==> config.mk <==
export PLATFORM = sky130hd
export DESIGN_NAME = hfr_core
export DESIGN_NICKNAME = d
export VERILOG_FILES = /design/src/core/hfr_pkg.sv /design/src/core/hfr_stream_if.sv /design/src/core/hfr_core.sv /design/src/core/hfr_fifo.sv
export SDC_FILE = /design/constraint.sdc
export NUM_CORES = 1
export LEC_CHECK = 0
export BUFFER_PORTS_ARGS = -buffer_cell sky130_fd_sc_hd__buf_2
export CAP_MARGIN = 20
export CORE_ASPECT_RATIO = 0.6
export CORE_UTILIZATION = 40
export DETAILED_ROUTE_END_ITERATION = 10
export PLACE_DENSITY = 0.69
export SYNTH_ARGS = -nofsm -noshare
export SYNTH_HDL_FRONTEND = slang
export SYNTH_SLANG_ARGS = --single-unit
==> constraint.sdc <==
create_clock -name clock_i -period 3.7 [get_ports clock_i]
set_input_delay 0.37 -clock clock_i [delete_from_list [all_inputs] [get_ports clock_i]]
set_output_delay 0.37 -clock clock_i [all_outputs]
set_load 0.03 [all_outputs]
==> src/core/hfr_pkg.sv <==
// Purpose: shared constants and types of the transponder response core
// Assumes: 200 MHz core clock, carrier period counted in core cycles
// Notes:   block numbers 0, 1, 2 and 7 map onto storage slots 0..3
package hfr_pkg;
	// memory organisation
	localparam int              BLK_COUNT    = 4;
	localparam int              BLK_WIDTH    = 33;
	localparam int              LOCK_POS     = 0;
	localparam int              PAYLOAD_LSB  = 1;
	localparam int              PAYLOAD_MSB  = 32;
	localparam logic [2:0]      BLK_NUM_CFG0 = 3'h0;
	localparam logic [2:0]      BLK_NUM_IDLO = 3'h1;
	localparam logic [2:0]      BLK_NUM_IDHI = 3'h2;
	localparam logic [2:0]      BLK_NUM_CFG7 = 3'h7;
	localparam logic [1:0]      SLOT_CFG0    = 2'h0;
	localparam logic [1:0]      SLOT_IDLO    = 2'h1;
	localparam logic [1:0]      SLOT_IDHI    = 2'h2;
	localparam logic [1:0]      SLOT_CFG7    = 2'h3;
	localparam logic [32:0]     BLK_RESET    = 33'h0_0000_0000;
	// device-wide lock flag inside the block 7 configuration word
	localparam int              DEV_LOCK_POS = 1;

	// response frame layout, transmitted index 0 first
	localparam int              FRAME_BITS   = 112;
	localparam int              HDR_POS      = 0;
	localparam int              ID_POS       = 8;
	localparam int              CRC_POS      = 72;
	localparam int              TRL_POS      = 88;
	localparam logic [7:0]      FRAME_HDR    = 8'h7E;
	localparam logic [23:0]     FRAME_TRL    = 24'h00_0000;
	localparam logic [15:0]     CRC_POLY_REV = 16'h8408;
	localparam logic [15:0]     CRC_INIT     = 16'h0000;

	// timing
	localparam int              BIT_OSC_CYCLES = 16;
	localparam int              CLK_PERIOD_PS  = 5000;
	localparam int              CARRIER_PS     = 7452000;
	localparam int              GAP_PERIODS    = 40;
	localparam int              GAP_CYCLES     = (GAP_PERIODS * CARRIER_PS) / CLK_PERIOD_PS;

	// buffering
	localparam int              FIFO_WIDTH   = 1;
	localparam int              FIFO_DEPTH   = 16;

	typedef enum logic [1:0] {
		ST_IDLE   = 2'b00,
		ST_CHARGE = 2'b01,
		ST_GAP    = 2'b10,
		ST_SEND   = 2'b11
	} hfr_state_t;
endpackage

==> src/core/hfr_stream_if.sv <==
// Purpose: valid/ready stream between the frame builder, buffer and bit sender
// Assumes: data is held stable while valid is high and ready is low
// Notes:   one transfer per clock where valid and ready are both high
`timescale 1ns/1ps
interface hfr_stream_if #(parameter int WIDTH = 1);
	logic             valid;
	logic             ready;
	logic [WIDTH-1:0] data;
	modport src (output valid, output data, input ready);
	modport snk (input valid, input data, output ready);
endinterface
==> src/core/hfr_core.sv <==
// Purpose: response side of a half-duplex low frequency transponder
// Assumes: field and oscillation ticks arrive synchronous to clock_i
// Notes:   request decoding is outside; writes arrive already decoded
// Behaviour
// - four nonvolatile 33-bit blocks
// - bits 1 to 32 hold payload
// - bit 0 locks its block against writes
// - blocks 1 and 2 form ID page
// - blocks 0 and 7 configure, incl device lock
// - reverse CCITT checksum computed on chip
// - response starts once the field stays off past the gap after charge burst end
// - one at lower frequency, zero at carrier
// - each bit lasts 16 own oscillations
// - bits coded NRZ, frequency held whole bit
// - field off over 40 periods: send ID
// - every response frame is 112 bits
`timescale 1ns/1ps
module hfr_core #(
	parameter int GAP_CYCLES_P = hfr_pkg::GAP_CYCLES
) (
	// clock, reset, enable
	input  wire logic                       clock_i,
	input  wire logic                       sys_rst_i,
	input  wire logic                       ce_i,
	// analog front end
	input  wire logic                       field_on_i,
	input  wire logic                       resonant_terminal_tick_i,
	output logic                            mod_cap_en_o,
	// decoded block write
	input  wire logic                       wr_en_i,
	input  wire logic [2:0]                 wr_block_i,
	input  wire logic [hfr_pkg::BLK_WIDTH-1:0] wr_data_i,
	output logic                            wr_done_o,
	output logic                            wr_refused_o,
	// status
	output logic                            charge_burst_end_o,
	output logic                            tx_active_o,
	output logic                            dev_locked_o
);
	import hfr_pkg::*;

	// maps a block number onto a storage slot; bit 2 of result flags a valid block
	function automatic logic [2:0] blk_slot(input logic [2:0] num);
		case (num)
			BLK_NUM_CFG0: blk_slot = {1'b1, SLOT_CFG0};
			BLK_NUM_IDLO: blk_slot = {1'b1, SLOT_IDLO};
			BLK_NUM_IDHI: blk_slot = {1'b1, SLOT_IDHI};
			BLK_NUM_CFG7: blk_slot = {1'b1, SLOT_CFG7};
			default:      blk_slot = 3'h0;
		endcase
	endfunction

	// serial reflected CCITT over the page, LSB first as it is sent
	function automatic logic [15:0] crc_rev(input logic [63:0] page);
		logic [15:0] c;
		c = CRC_INIT;
		for (int i = 0; i < 64; i++) begin
			if (c[0] ^ page[i]) begin
				c = (c >> 1) ^ CRC_POLY_REV;
			end else begin
				c = c >> 1;
			end
		end
		crc_rev = c;
	endfunction

	hfr_state_t            state_reg;
	logic [BLK_WIDTH-1:0]  blk_reg [BLK_COUNT];
	logic [19:0]           gap_cnt_reg;
	logic [FRAME_BITS-1:0] frame_reg;
	logic [6:0]            push_idx_reg;
	logic [6:0]            sent_cnt_reg;
	logic [3:0]            osc_cnt_reg;
	logic [2:0]            wr_slot;
	logic                  wr_ok;
	logic                  wr_req;
	logic                  gap_over;
	logic                  drain_pop;
	logic [63:0]           id_page;

	hfr_stream_if #(.WIDTH(FIFO_WIDTH)) fill_s ();
	hfr_stream_if #(.WIDTH(FIFO_WIDTH)) drain_s ();

	hfr_fifo #(
		.WIDTH (FIFO_WIDTH),
		.DEPTH (FIFO_DEPTH)
	) u_fifo (
		.clock_i   (clock_i),
		.sys_rst_i (sys_rst_i),
		.ce_i      (ce_i),
		.fill_s    (fill_s),
		.drain_s   (drain_s)
	);

	assign id_page      = {blk_reg[SLOT_IDHI][PAYLOAD_MSB:PAYLOAD_LSB],
			blk_reg[SLOT_IDLO][PAYLOAD_MSB:PAYLOAD_LSB]};
	assign dev_locked_o = blk_reg[SLOT_CFG7][DEV_LOCK_POS];
	assign tx_active_o  = state_reg == ST_SEND;
	assign gap_over     = gap_cnt_reg > GAP_CYCLES_P[19:0];

	// writes
	assign wr_slot = blk_slot(wr_block_i);
	assign wr_req  = ce_i && wr_en_i;
	// no write while answering: the stored energy is reserved for the response
	assign wr_ok   = wr_slot[2] && !blk_reg[wr_slot[1:0]][LOCK_POS] && !dev_locked_o
			&& state_reg != ST_SEND;

	// nonvolatile content has no real reset; cleared here only for a defined start
	generate
		for (genvar g = 0; g < BLK_COUNT; g++) begin : g_blk
			always_ff @(posedge clock_i) begin
				if (sys_rst_i) begin
					blk_reg[g] <= BLK_RESET;
				end else if (wr_req && wr_ok && wr_slot[1:0] == 2'(g)) begin
					blk_reg[g] <= wr_data_i;
				end
			end
		end
	endgenerate

	always_ff @(posedge clock_i) begin
		if (sys_rst_i) begin
			wr_done_o    <= 1'b0;
			wr_refused_o <= 1'b0;
		end else if (ce_i) begin
			wr_done_o    <= wr_en_i && wr_ok;
			wr_refused_o <= wr_en_i && !wr_ok;
		end
	end

	// exchange sequencing
	always_ff @(posedge clock_i) begin
		if (sys_rst_i) begin
			state_reg <= ST_IDLE;
		end else if (ce_i) begin
			case (state_reg)
				ST_IDLE: begin
					if (field_on_i) begin
						state_reg <= ST_CHARGE;
					end
				end
				ST_CHARGE: begin
					if (!field_on_i) begin
						state_reg <= ST_GAP;
					end
				end
				ST_GAP: begin
					// field back within the gap means a reader request is starting
					if (field_on_i) begin
						state_reg <= ST_CHARGE;
					end else if (gap_over) begin
						state_reg <= ST_SEND;
					end
				end
				ST_SEND: begin
					if (sent_cnt_reg == 7'(FRAME_BITS)) begin
						state_reg <= ST_IDLE;
					end
				end
				default: state_reg <= ST_IDLE;
			endcase
		end
	end

	always_ff @(posedge clock_i) begin
		if (sys_rst_i) begin
			charge_burst_end_o <= 1'b0;
		end else if (ce_i) begin
			charge_burst_end_o <= state_reg == ST_CHARGE && !field_on_i;
		end
	end

	always_ff @(posedge clock_i) begin
		if (sys_rst_i) begin
			gap_cnt_reg <= '0;
		end else if (ce_i) begin
			if (state_reg == ST_GAP && !field_on_i) begin
				gap_cnt_reg <= gap_cnt_reg + 1'b1;
			end else begin
				gap_cnt_reg <= '0;
			end
		end
	end

	// frame built once as the answer starts
	always_ff @(posedge clock_i) begin
		if (sys_rst_i) begin
			frame_reg <= '0;
		end else if (ce_i && state_reg == ST_GAP && !field_on_i && gap_over) begin
			frame_reg <= {FRAME_TRL, crc_rev(id_page), id_page, FRAME_HDR};
		end
	end

	// producer: stalls on a full buffer
	assign fill_s.valid = state_reg == ST_SEND && push_idx_reg < 7'(FRAME_BITS);
	assign fill_s.data  = frame_reg[push_idx_reg];

	always_ff @(posedge clock_i) begin
		if (sys_rst_i) begin
			push_idx_reg <= '0;
		end else if (ce_i) begin
			if (state_reg != ST_SEND) begin
				push_idx_reg <= '0;
			end else if (fill_s.valid && fill_s.ready) begin
				push_idx_reg <= push_idx_reg + 1'b1;
			end
		end
	end

	// sender: one bit per 16 oscillations of the tank
	assign drain_pop     = state_reg == ST_SEND && drain_s.valid && resonant_terminal_tick_i
			&& osc_cnt_reg == 4'(BIT_OSC_CYCLES - 1);
	assign drain_s.ready = drain_pop;

	always_ff @(posedge clock_i) begin
		if (sys_rst_i) begin
			osc_cnt_reg  <= '0;
			sent_cnt_reg <= '0;
		end else if (ce_i) begin
			if (state_reg != ST_SEND) begin
				osc_cnt_reg  <= '0;
				sent_cnt_reg <= '0;
			end else if (drain_s.valid && resonant_terminal_tick_i) begin
				osc_cnt_reg <= osc_cnt_reg + 1'b1;
				if (drain_pop) begin
					sent_cnt_reg <= sent_cnt_reg + 1'b1;
				end
			end
		end
	end

	// capacitor tracks the head bit, held until that bit is popped
	always_ff @(posedge clock_i) begin
		if (sys_rst_i) begin
			mod_cap_en_o <= 1'b0;
		end else if (ce_i) begin
			mod_cap_en_o <= state_reg == ST_SEND && drain_s.valid && drain_s.data[0];
		end
	end

	a_lock_blocks_write: assert property (@(posedge clock_i) disable iff (sys_rst_i)
		wr_req && wr_slot[2] && blk_reg[wr_slot[1:0]][LOCK_POS] |=> wr_refused_o && !wr_done_o)
		else $error("write to a locked block was accepted");

	a_dev_lock_write: assert property (@(posedge clock_i) disable iff (sys_rst_i)
		wr_req && dev_locked_o |=> wr_refused_o && $stable(dev_locked_o))
		else $error("write accepted while device locked");

	a_write_stores: assert property (@(posedge clock_i) disable iff (sys_rst_i)
		wr_req && wr_ok && wr_slot[1:0] == SLOT_IDLO |=> id_page[31:0] == $past(wr_data_i[32:1]))
		else $error("payload not stored in bits 1 to 32");

	a_gap_then_send: assert property (@(posedge clock_i) disable iff (sys_rst_i)
		ce_i && state_reg == ST_GAP && !field_on_i && gap_over
		|=> state_reg == ST_SEND && frame_reg[CRC_POS +: 16] == crc_rev(id_page))
		else $error("gap expiry did not start the ID answer");

	a_field_cancels_gap: assert property (@(posedge clock_i) disable iff (sys_rst_i)
		ce_i && state_reg == ST_GAP && field_on_i |=> state_reg == ST_CHARGE)
		else $error("field return did not cancel the answer");

	a_burst_end_pulse: assert property (@(posedge clock_i) disable iff (sys_rst_i)
		ce_i && state_reg == ST_CHARGE && !field_on_i |=> charge_burst_end_o && state_reg == ST_GAP)
		else $error("charge burst end not flagged");

	// every tank tick inside a bit must advance the count, so a pop at 15 means 16 ticks
	a_bit_length: assert property (@(posedge clock_i) disable iff (sys_rst_i)
		ce_i && tx_active_o && drain_s.valid && resonant_terminal_tick_i
		|=> osc_cnt_reg == 4'($past(osc_cnt_reg) + 4'h1))
		else $error("tank tick not counted inside a bit");

	a_nrz_hold: assert property (@(posedge clock_i) disable iff (sys_rst_i)
		ce_i && state_reg == ST_SEND && drain_s.valid && !drain_pop ##1 ce_i && state_reg == ST_SEND
		|=> $stable(mod_cap_en_o))
		else $error("modulation changed inside a bit");

	a_frame_length: assert property (@(posedge clock_i) disable iff (sys_rst_i)
		ce_i && state_reg == ST_SEND && sent_cnt_reg == 7'(FRAME_BITS) |=> state_reg == ST_IDLE
		&& !mod_cap_en_o)
		else $error("frame did not end after 112 bits");

	a_cap_off_idle: assert property (@(posedge clock_i) disable iff (sys_rst_i)
		ce_i && state_reg != ST_SEND |=> !mod_cap_en_o)
		else $error("capacitor switched outside an answer");
endmodule

==> src/core/hfr_fifo.sv <==
// Purpose: flip-flop FIFO of response bits
// Assumes: DEPTH is a power of two
// Notes:   full and empty come from pointers with one wrap bit
`timescale 1ns/1ps
module hfr_fifo #(
	parameter int WIDTH = 1,
	parameter int DEPTH = 16
) (
	// clock and control
	input  wire logic clock_i,
	input  wire logic sys_rst_i,
	input  wire logic ce_i,
	// streams
	hfr_stream_if.snk fill_s,
	hfr_stream_if.src drain_s
);
	import hfr_pkg::*;

	localparam int AW = $clog2(DEPTH);

	logic [WIDTH-1:0] mem_reg [DEPTH];
	logic [AW:0]      wr_ptr_reg;
	logic [AW:0]      rd_ptr_reg;
	logic             full;
	logic             empty;
	logic             push;
	logic             pop;

	assign full          = (wr_ptr_reg ^ rd_ptr_reg) == {1'b1, {AW{1'b0}}};
	assign empty         = wr_ptr_reg == rd_ptr_reg;
	assign fill_s.ready  = !full;
	assign drain_s.valid = !empty;
	assign drain_s.data  = mem_reg[rd_ptr_reg[AW-1:0]];
	assign push          = ce_i && fill_s.valid && !full;
	assign pop           = ce_i && drain_s.ready && !empty;

	always_ff @(posedge clock_i) begin
		if (push) begin
			mem_reg[wr_ptr_reg[AW-1:0]] <= fill_s.data;
		end
	end

	always_ff @(posedge clock_i) begin
		if (sys_rst_i) begin
			wr_ptr_reg <= '0;
		end else if (push) begin
			wr_ptr_reg <= wr_ptr_reg + 1'b1;
		end
	end

	always_ff @(posedge clock_i) begin
		if (sys_rst_i) begin
			rd_ptr_reg <= '0;
		end else if (pop) begin
			rd_ptr_reg <= rd_ptr_reg + 1'b1;
		end
	end

	a_fifo_full_hold: assert property (@(posedge clock_i) disable iff (sys_rst_i)
		full && !pop |=> $stable(wr_ptr_reg))
		else $error("fifo pointer moved while full");
endmodule

==> results of run 1 <==
[repair_timing]
| item | in CTS | in global routing |
|---|---|---|
| pin swaps | 0 | 9 |
| resized for setup | 0 | 18 |
| gates cloned | 0 | 0 |
| setup buffers | 1 | 10 |
| setup endpoints to repair | 1 | 13 |
[through the flow]
step | total power (W) | utilization (%)
CTS | 0.01276 | 47.65
global route | 0.01394 | 48.31
global placement | 0.01001 | 44.70
floorplan | 0.008569 | -
finish | 0.01331 | 48.31
detailed placement | 0.01012 | 44.70
[layer usage]
layer  vias to the layer above  part of all wire, %  GRT usage [%]  wire length (µm)
met5                         -                    0              0                 0
met4                         0                  1.6          3.742               460
met3                        34                   11          6.046              3231
met2                       271                   39          26.63             11390
met1                      3931                   49          31.49             14400
li1                       3862                    -              -                 -
[path summary, 6_finish.rpt]
| check | endpoint | startpoint | slack, ps | cells after the start |
|---|---|---|---|---|
| setup / recovery | frame_reg[74] | blk_reg[1][3] | 100 | 11 |
| hold / removal | blk_reg[1][4] | wr_data_i[4] | 130 | 2 |
| setup reg to reg | frame_reg[74] | blk_reg[1][3] | 100 | 11 |
| hold reg to reg | frame_reg[78] | frame_reg[78] | 450 | 2 |
[kinds of logic (layout without fill, tap and decap cells)]
family | count (synthesis) | count (layout) | share of synthesized area [%]
and+or+nand+nor | 410 | 410 | 15.98
DFF | 224 | 224 | 45.85
xor gates and xnor gates | 201 | 201 | 21.99
AOI/OAI and AO/OA | 133 | 133 | 6.560
buffers and inverters | 71 | 168 | 2.387
muxes | 35 | 35 | 6.044
adders and majority gates | 11 | 11 | 1.183
[final cells by class]
cell class / count / area (µm²) / share of cell area, %
multi-input combinational: 790 / 6146 / 45.36
clock inverter: 12 / 202.7 / 1.496
sequential: 224 / 5335 / 39.37
tap: 367 / 459.2 / 3.389
timing repair buffer: 114 / 740.7 / 5.466
inverter: 13 / 48.80 / 0.3601
clock buffer: 29 / 618.1 / 4.561
[layout by cell type, fill, tap and decap left out, types with 15 or more instances in the layout]
cell and n:
nor2_1 96, mux4_2 28, clkbuf_16 23, edfxtp_1 85, nand2_1 177, a21oi_1 85, o21ai_0 17, buf_2 46
dfxtp_1 139, xnor3_1 25, nand3_1 16, xnor3_2 15, xor2_1 56, buf_4 68, xnor2_1 76, and2_1 65
[where the power goes]
part / switching (W) / internal (W)
clock network: 0.00102 / 0.00154
registers: 0.0000469 / 0.00258
logic: 0.00381 / 0.00431
==> results.json, run 1 <==
{
  "outcome": "finished clean",
  "holdWs_ps": 126.7,
  "finalWorstSetupSlack_ps": 97.78,
  "p_leak_nw": 5.198,
  "seq_area_frac_synth_pct": 45.85,
  "clock_skew_ps": 16.63,
  "crit_path_end_kind": "flop",
  "diodes": 0,
  "drv_slew": 0,
  "place_area_um2": 12540,
  "drc": 0,
  "ys_seq_elements": 224,
  "syn_avg_cell_area_um2": 10.72,
  "drt_iter0_markers": 628,
  "grt-ovfl-total": 0,
  "path_buf_inv": 2,
  "ir_drop_mv": 1.806,
  "numCtsBuffers": 23,
  "fin_crit_sh_pct": 97.36,
  "grt_first_pass_wirelength_um": 45490,
  "hpwl_um": 21510,
  "synthDominantCellAreaShare_pct": 23.92,
  "ant_nets": 0,
  "setup_viol": 0,
  "dieArea_um2": 29800,
  "timing.final.crit_period_ps": 3602,
  "ys_top_cells_by_count": "nand2_1, dfxtp_1, nor2_1",
  "crit_slowest_cell": "xnor3_1",
  "netlist_instances": 1085,
  "synth_area_leaders": "dfxtp_1, edfxtp_1, xnor2_1",
  "num_vias": 8098,
  "yosysMostFrequentCell": "nand2_1",
  "wl_um": 29490,
  "arrival_ps": 4020,
  "syn2layout_area_growth_pct": 16.46,
  "syn_area_um2": 11630,
  "relSlewSlack_pct": 42.84,
  "crit_top_cell": "xnor3_1",
  "syn_nets": 1138,
  "num_io_pins": 48,
  "critPathMaxFanout": 4,
  "fin_area_um2": 13550,
  "synth_edf_count": 85,
  "die_x_um": 222.2,
  "worst_slew_pin_slew_ps": 856.2,
  "critical_path.max_stage_delay_ps": 480,
  "tns_ps": 0,
  "core_area_um2": 28050,
  "vias_per_cell": 5.228,
  "fill_cells": 2483,
  "dp_cells": 1497,
  "track_usage_pct": 20.05,
  "synthArstFlopShare_pct": 0,
  "clockRootBuffer": "clkbuf_16",
  "power_density_nw_per_um2": 982.3,
  "wl_per_cell_um": 19.04,
  "critPathTopFamily": "XOR/XNOR gates",
  "first_pass_iters": 5,
  "hold_path_class": "in2reg",
  "grt_max_degree": 53,
  "clk_path_buf_depth": 3,
  "ys.flop_type": "dfxtp_1",
  "max_freq_ghz": 0.2776,
  "cts_tree": "yes",
  "post-place-ws_ps": 0.4359,
  "largest_register_ffs": 81,
  "clk_pin_slew_worst_paths_ps": 70,
  "die_y_um": 134.1,
  "grt_pass1_vias": 7679,
  "place_congestion": 0.9493,
  "clk_latency_ps": 530,
  "yosysUniqueCellTypes": 53,
  "max_cap_viol_count": 0,
  "fin_nets": 1219,
  "portBuffers": 47,
  "cp-start-kind": "flop",
  "drive_gt1_share_pct": 19.12,
  "crit_required_ps": 4120,
  "hold_buffers": 0,
  "worstPathCellList": "buf_4 -> xor2_1 -> xnor3_1 -> xnor2_1 -> xnor3_1 -> xnor3_1 -> buf_4 -> xnor3_1 -> xnor2_1 -> xnor2_1 -> a21o_1",
  "crit_type": "reg2reg",
  "yosys_warnings": 0,
  "cts_num_sinks": 224,
  "synth_top_cell_by_area": "dfxtp_1",
  "rows": 47,
  "finalHoldViolCount": 0,
  "instances_no_fill": 1549,
  "antenna_found_initial": 0,
  "htree_levels": 1,
  "initial_utilization_pct": 41.48
}
(Power assumes the default switching activity.)
==> inputs of run 2 (changes only) <==
BUFFER_PORTS_ARGS = -buffer_cell sky130_fd_sc_hd__buf_4   (was -buffer_cell sky130_fd_sc_hd__buf_2)
==> results.json, run 2 (synthesis gave the netlist of run 1 again) <==
{
  "post-place-ws_ps": -90.31,
  "syn2layout_area_growth_pct": 18.97,
  "ir_drop_mv": 1.892,
  "crit_type": "reg2reg",
  "path_buf_inv": 1,
  "drive_gt1_share_pct": 20.32,
  "arrival_ps": 4110,
  "num_io_pins": 48,
  "hold_path_class": "in2reg",
  "drt_iter0_markers": 741,
  "seqPwrFrac_pct": 19.2,
  "combPwrFrac_pct": 62.0,
  "numCtsBuffers": 23,
  "max_freq_ghz": 0.2730,
  "grt_max_degree": 56,
  "swShare_pct": 36.68,
  "hold_depth": 2,
  "diodes": 0,
  "grt-ovfl-total": 0,
  "initial_utilization_pct": 41.48,
  "wl_per_cell_um": 19.52,
  "dieArea_um2": 29800,
  "power_switching_w": 0.005024,
  "crit_path_end_kind": "flop",
  "clk_path_buf_depth": 3,
  "htree_levels": 1,
  "die_y_um": 134.1,
  "setup_viol": 0,
  "place_area_um2": 12620,
  "grt_pass1_vias": 7777,
  "core_area_um2": 28050,
  "rows": 47,
  "cts_num_sinks": 224,
  "wl_um": 30420,
  "p_int_w": 0.008673,
  "critPathTopFamily": "XOR/XNOR gates",
  "place_congestion": 0.9849,
  "track_usage_pct": 20.55,
  "final_common_cell": "nand2_1",
  "drv_slew": 0,
  "max_cap_viol_count": 0,
  "clk_pin_slew_worst_paths_ps": 70,
  "cts_tree": "yes",
  "outcome": "finished clean",
  "first_pass_iters": 5,
  "crit_slowest_cell": "xnor3_2",
  "drt-met1-wl_um": 14710,
  "worst_slew_pin_slew_ps": 775.9,
  "timing.final.crit_period_ps": 3663,
  "critPathMaxFanout": 3,
  "largest_register_ffs": 81,
  "totalPowerFinal_w": 0.01370,
  "die_x_um": 222.2,
  "power.share.clock_pct": 18.7,
  "finalWorstSetupSlack_ps": 37.45,
  "cp-start-kind": "flop",
  "clk_latency_ps": 530,
  "routed.top_layer": "met4",
  "power_density_nw_per_um2": 989.5,
  "drc": 0,
  "fin_area_um2": 13840,
  "hpwl_um": 22090,
  "clock_skew_ps": 20.62,
  "ant_nets": 0,
  "fin_crit_sh_pct": 98.99,
  "clockRootBuffer": "clkbuf_16",
  "num_vias": 8177,
  "relSlewSlack_pct": 48.20,
  "crit_top_cell": "xnor2_2",
  "fin_nets": 1228,
  "critical_path.max_stage_delay_ps": 570,
  "final_cell_mix": "nand2_1, dfxtp_1, buf_4",
  "vias_per_cell": 5.248,
  "grt_first_pass_wirelength_um": 46490,
  "worstPathCellList": "buf_4 -> xor2_1 -> xnor3_1 -> xnor2_1 -> xnor2_1 -> xnor3_2 -> xnor2_2 -> xnor2_2 -> xnor3_2 -> xnor2_2 -> a211oi_2",
  "crit_required_ps": 4150,
  "r2r.worst_path.cells": 11,
  "wl_met3_um": 3347,
  "p_leak_nw": 5.332,
  "fill_cells": 2501,
  "finalHoldViolCount": 0,
  "portBuffers": 47,
  "wl_met2_um": 12030,
  "cp.depth": 11,
  "antenna_found_initial": 0
}
[run 2: power groups by stage]
stage	Sequential, W	Combinational (W)	Clock (W)
2_1_floorplan	0.00266	0.00591	0
3_3_place_gp	0.00269	0.00726	0
3_5_place_dp	0.00269	0.00745	0
4_1_cts	0.00263	0.00753	0.00260
5_1_grt	0.00263	0.00900	0.00270
6_report	0.00263	0.00850	0.00257
[run 2: area by class of cell]
type | instances | area (µm²) | area share (%)
Tap cell | 367 | 459.2 | 3.317
Sequential cell | 224 | 5335 | 38.54
Multi-Input combinational cell | 790 | 6247 | 45.13
Clock buffer | 29 | 598.1 | 4.321
Timing Repair Buffer | 123 | 935.9 | 6.761
Clock inverter | 12 | 217.7 | 1.573
Inverter | 13 | 48.80 | 0.3525
[run 2: worst paths after layout]
check                      from              to  slack [ps]
hold reg to reg   frame_reg[78]   frame_reg[78]         460
setup reg to reg  blk_reg[1][3]   frame_reg[73]          40
hold / removal    wr_data_i[15]  blk_reg[2][15]         120
setup / recovery  blk_reg[1][3]   frame_reg[73]          40
[run 2: repair_timing]
item                                    4_1_cts  5_1_grt
pin swaps                                     2       14
resized for setup                             3       27
endpoints found under the setup margin        5       13
hold buffers                                  0        0
setup buffers                                 3       22
[run 2: through the flow]
step	utilization, %	setup TNS, ps	instances	hold slack [ps]
2_1_floorplan	-	0	1085	428.7
3_3_place_gp	45.00	0	1492	438.2
3_5_place_dp	45.00	-148.3	1492	445.1
4_1_cts	48.05	0	1536	108.9
5_1_grt	49.35	-125.4	1558	112.4
6_report	49.35	0	1558	123.5
[run 2: routing by layer]
metal / track usage (%) / up-vias
li1: - / 3879
met1: 30.37 / 3972
met2: 27.99 / 294
met3: 8.697 / 32
met4: 3.086 / 0
met5: 0 / -
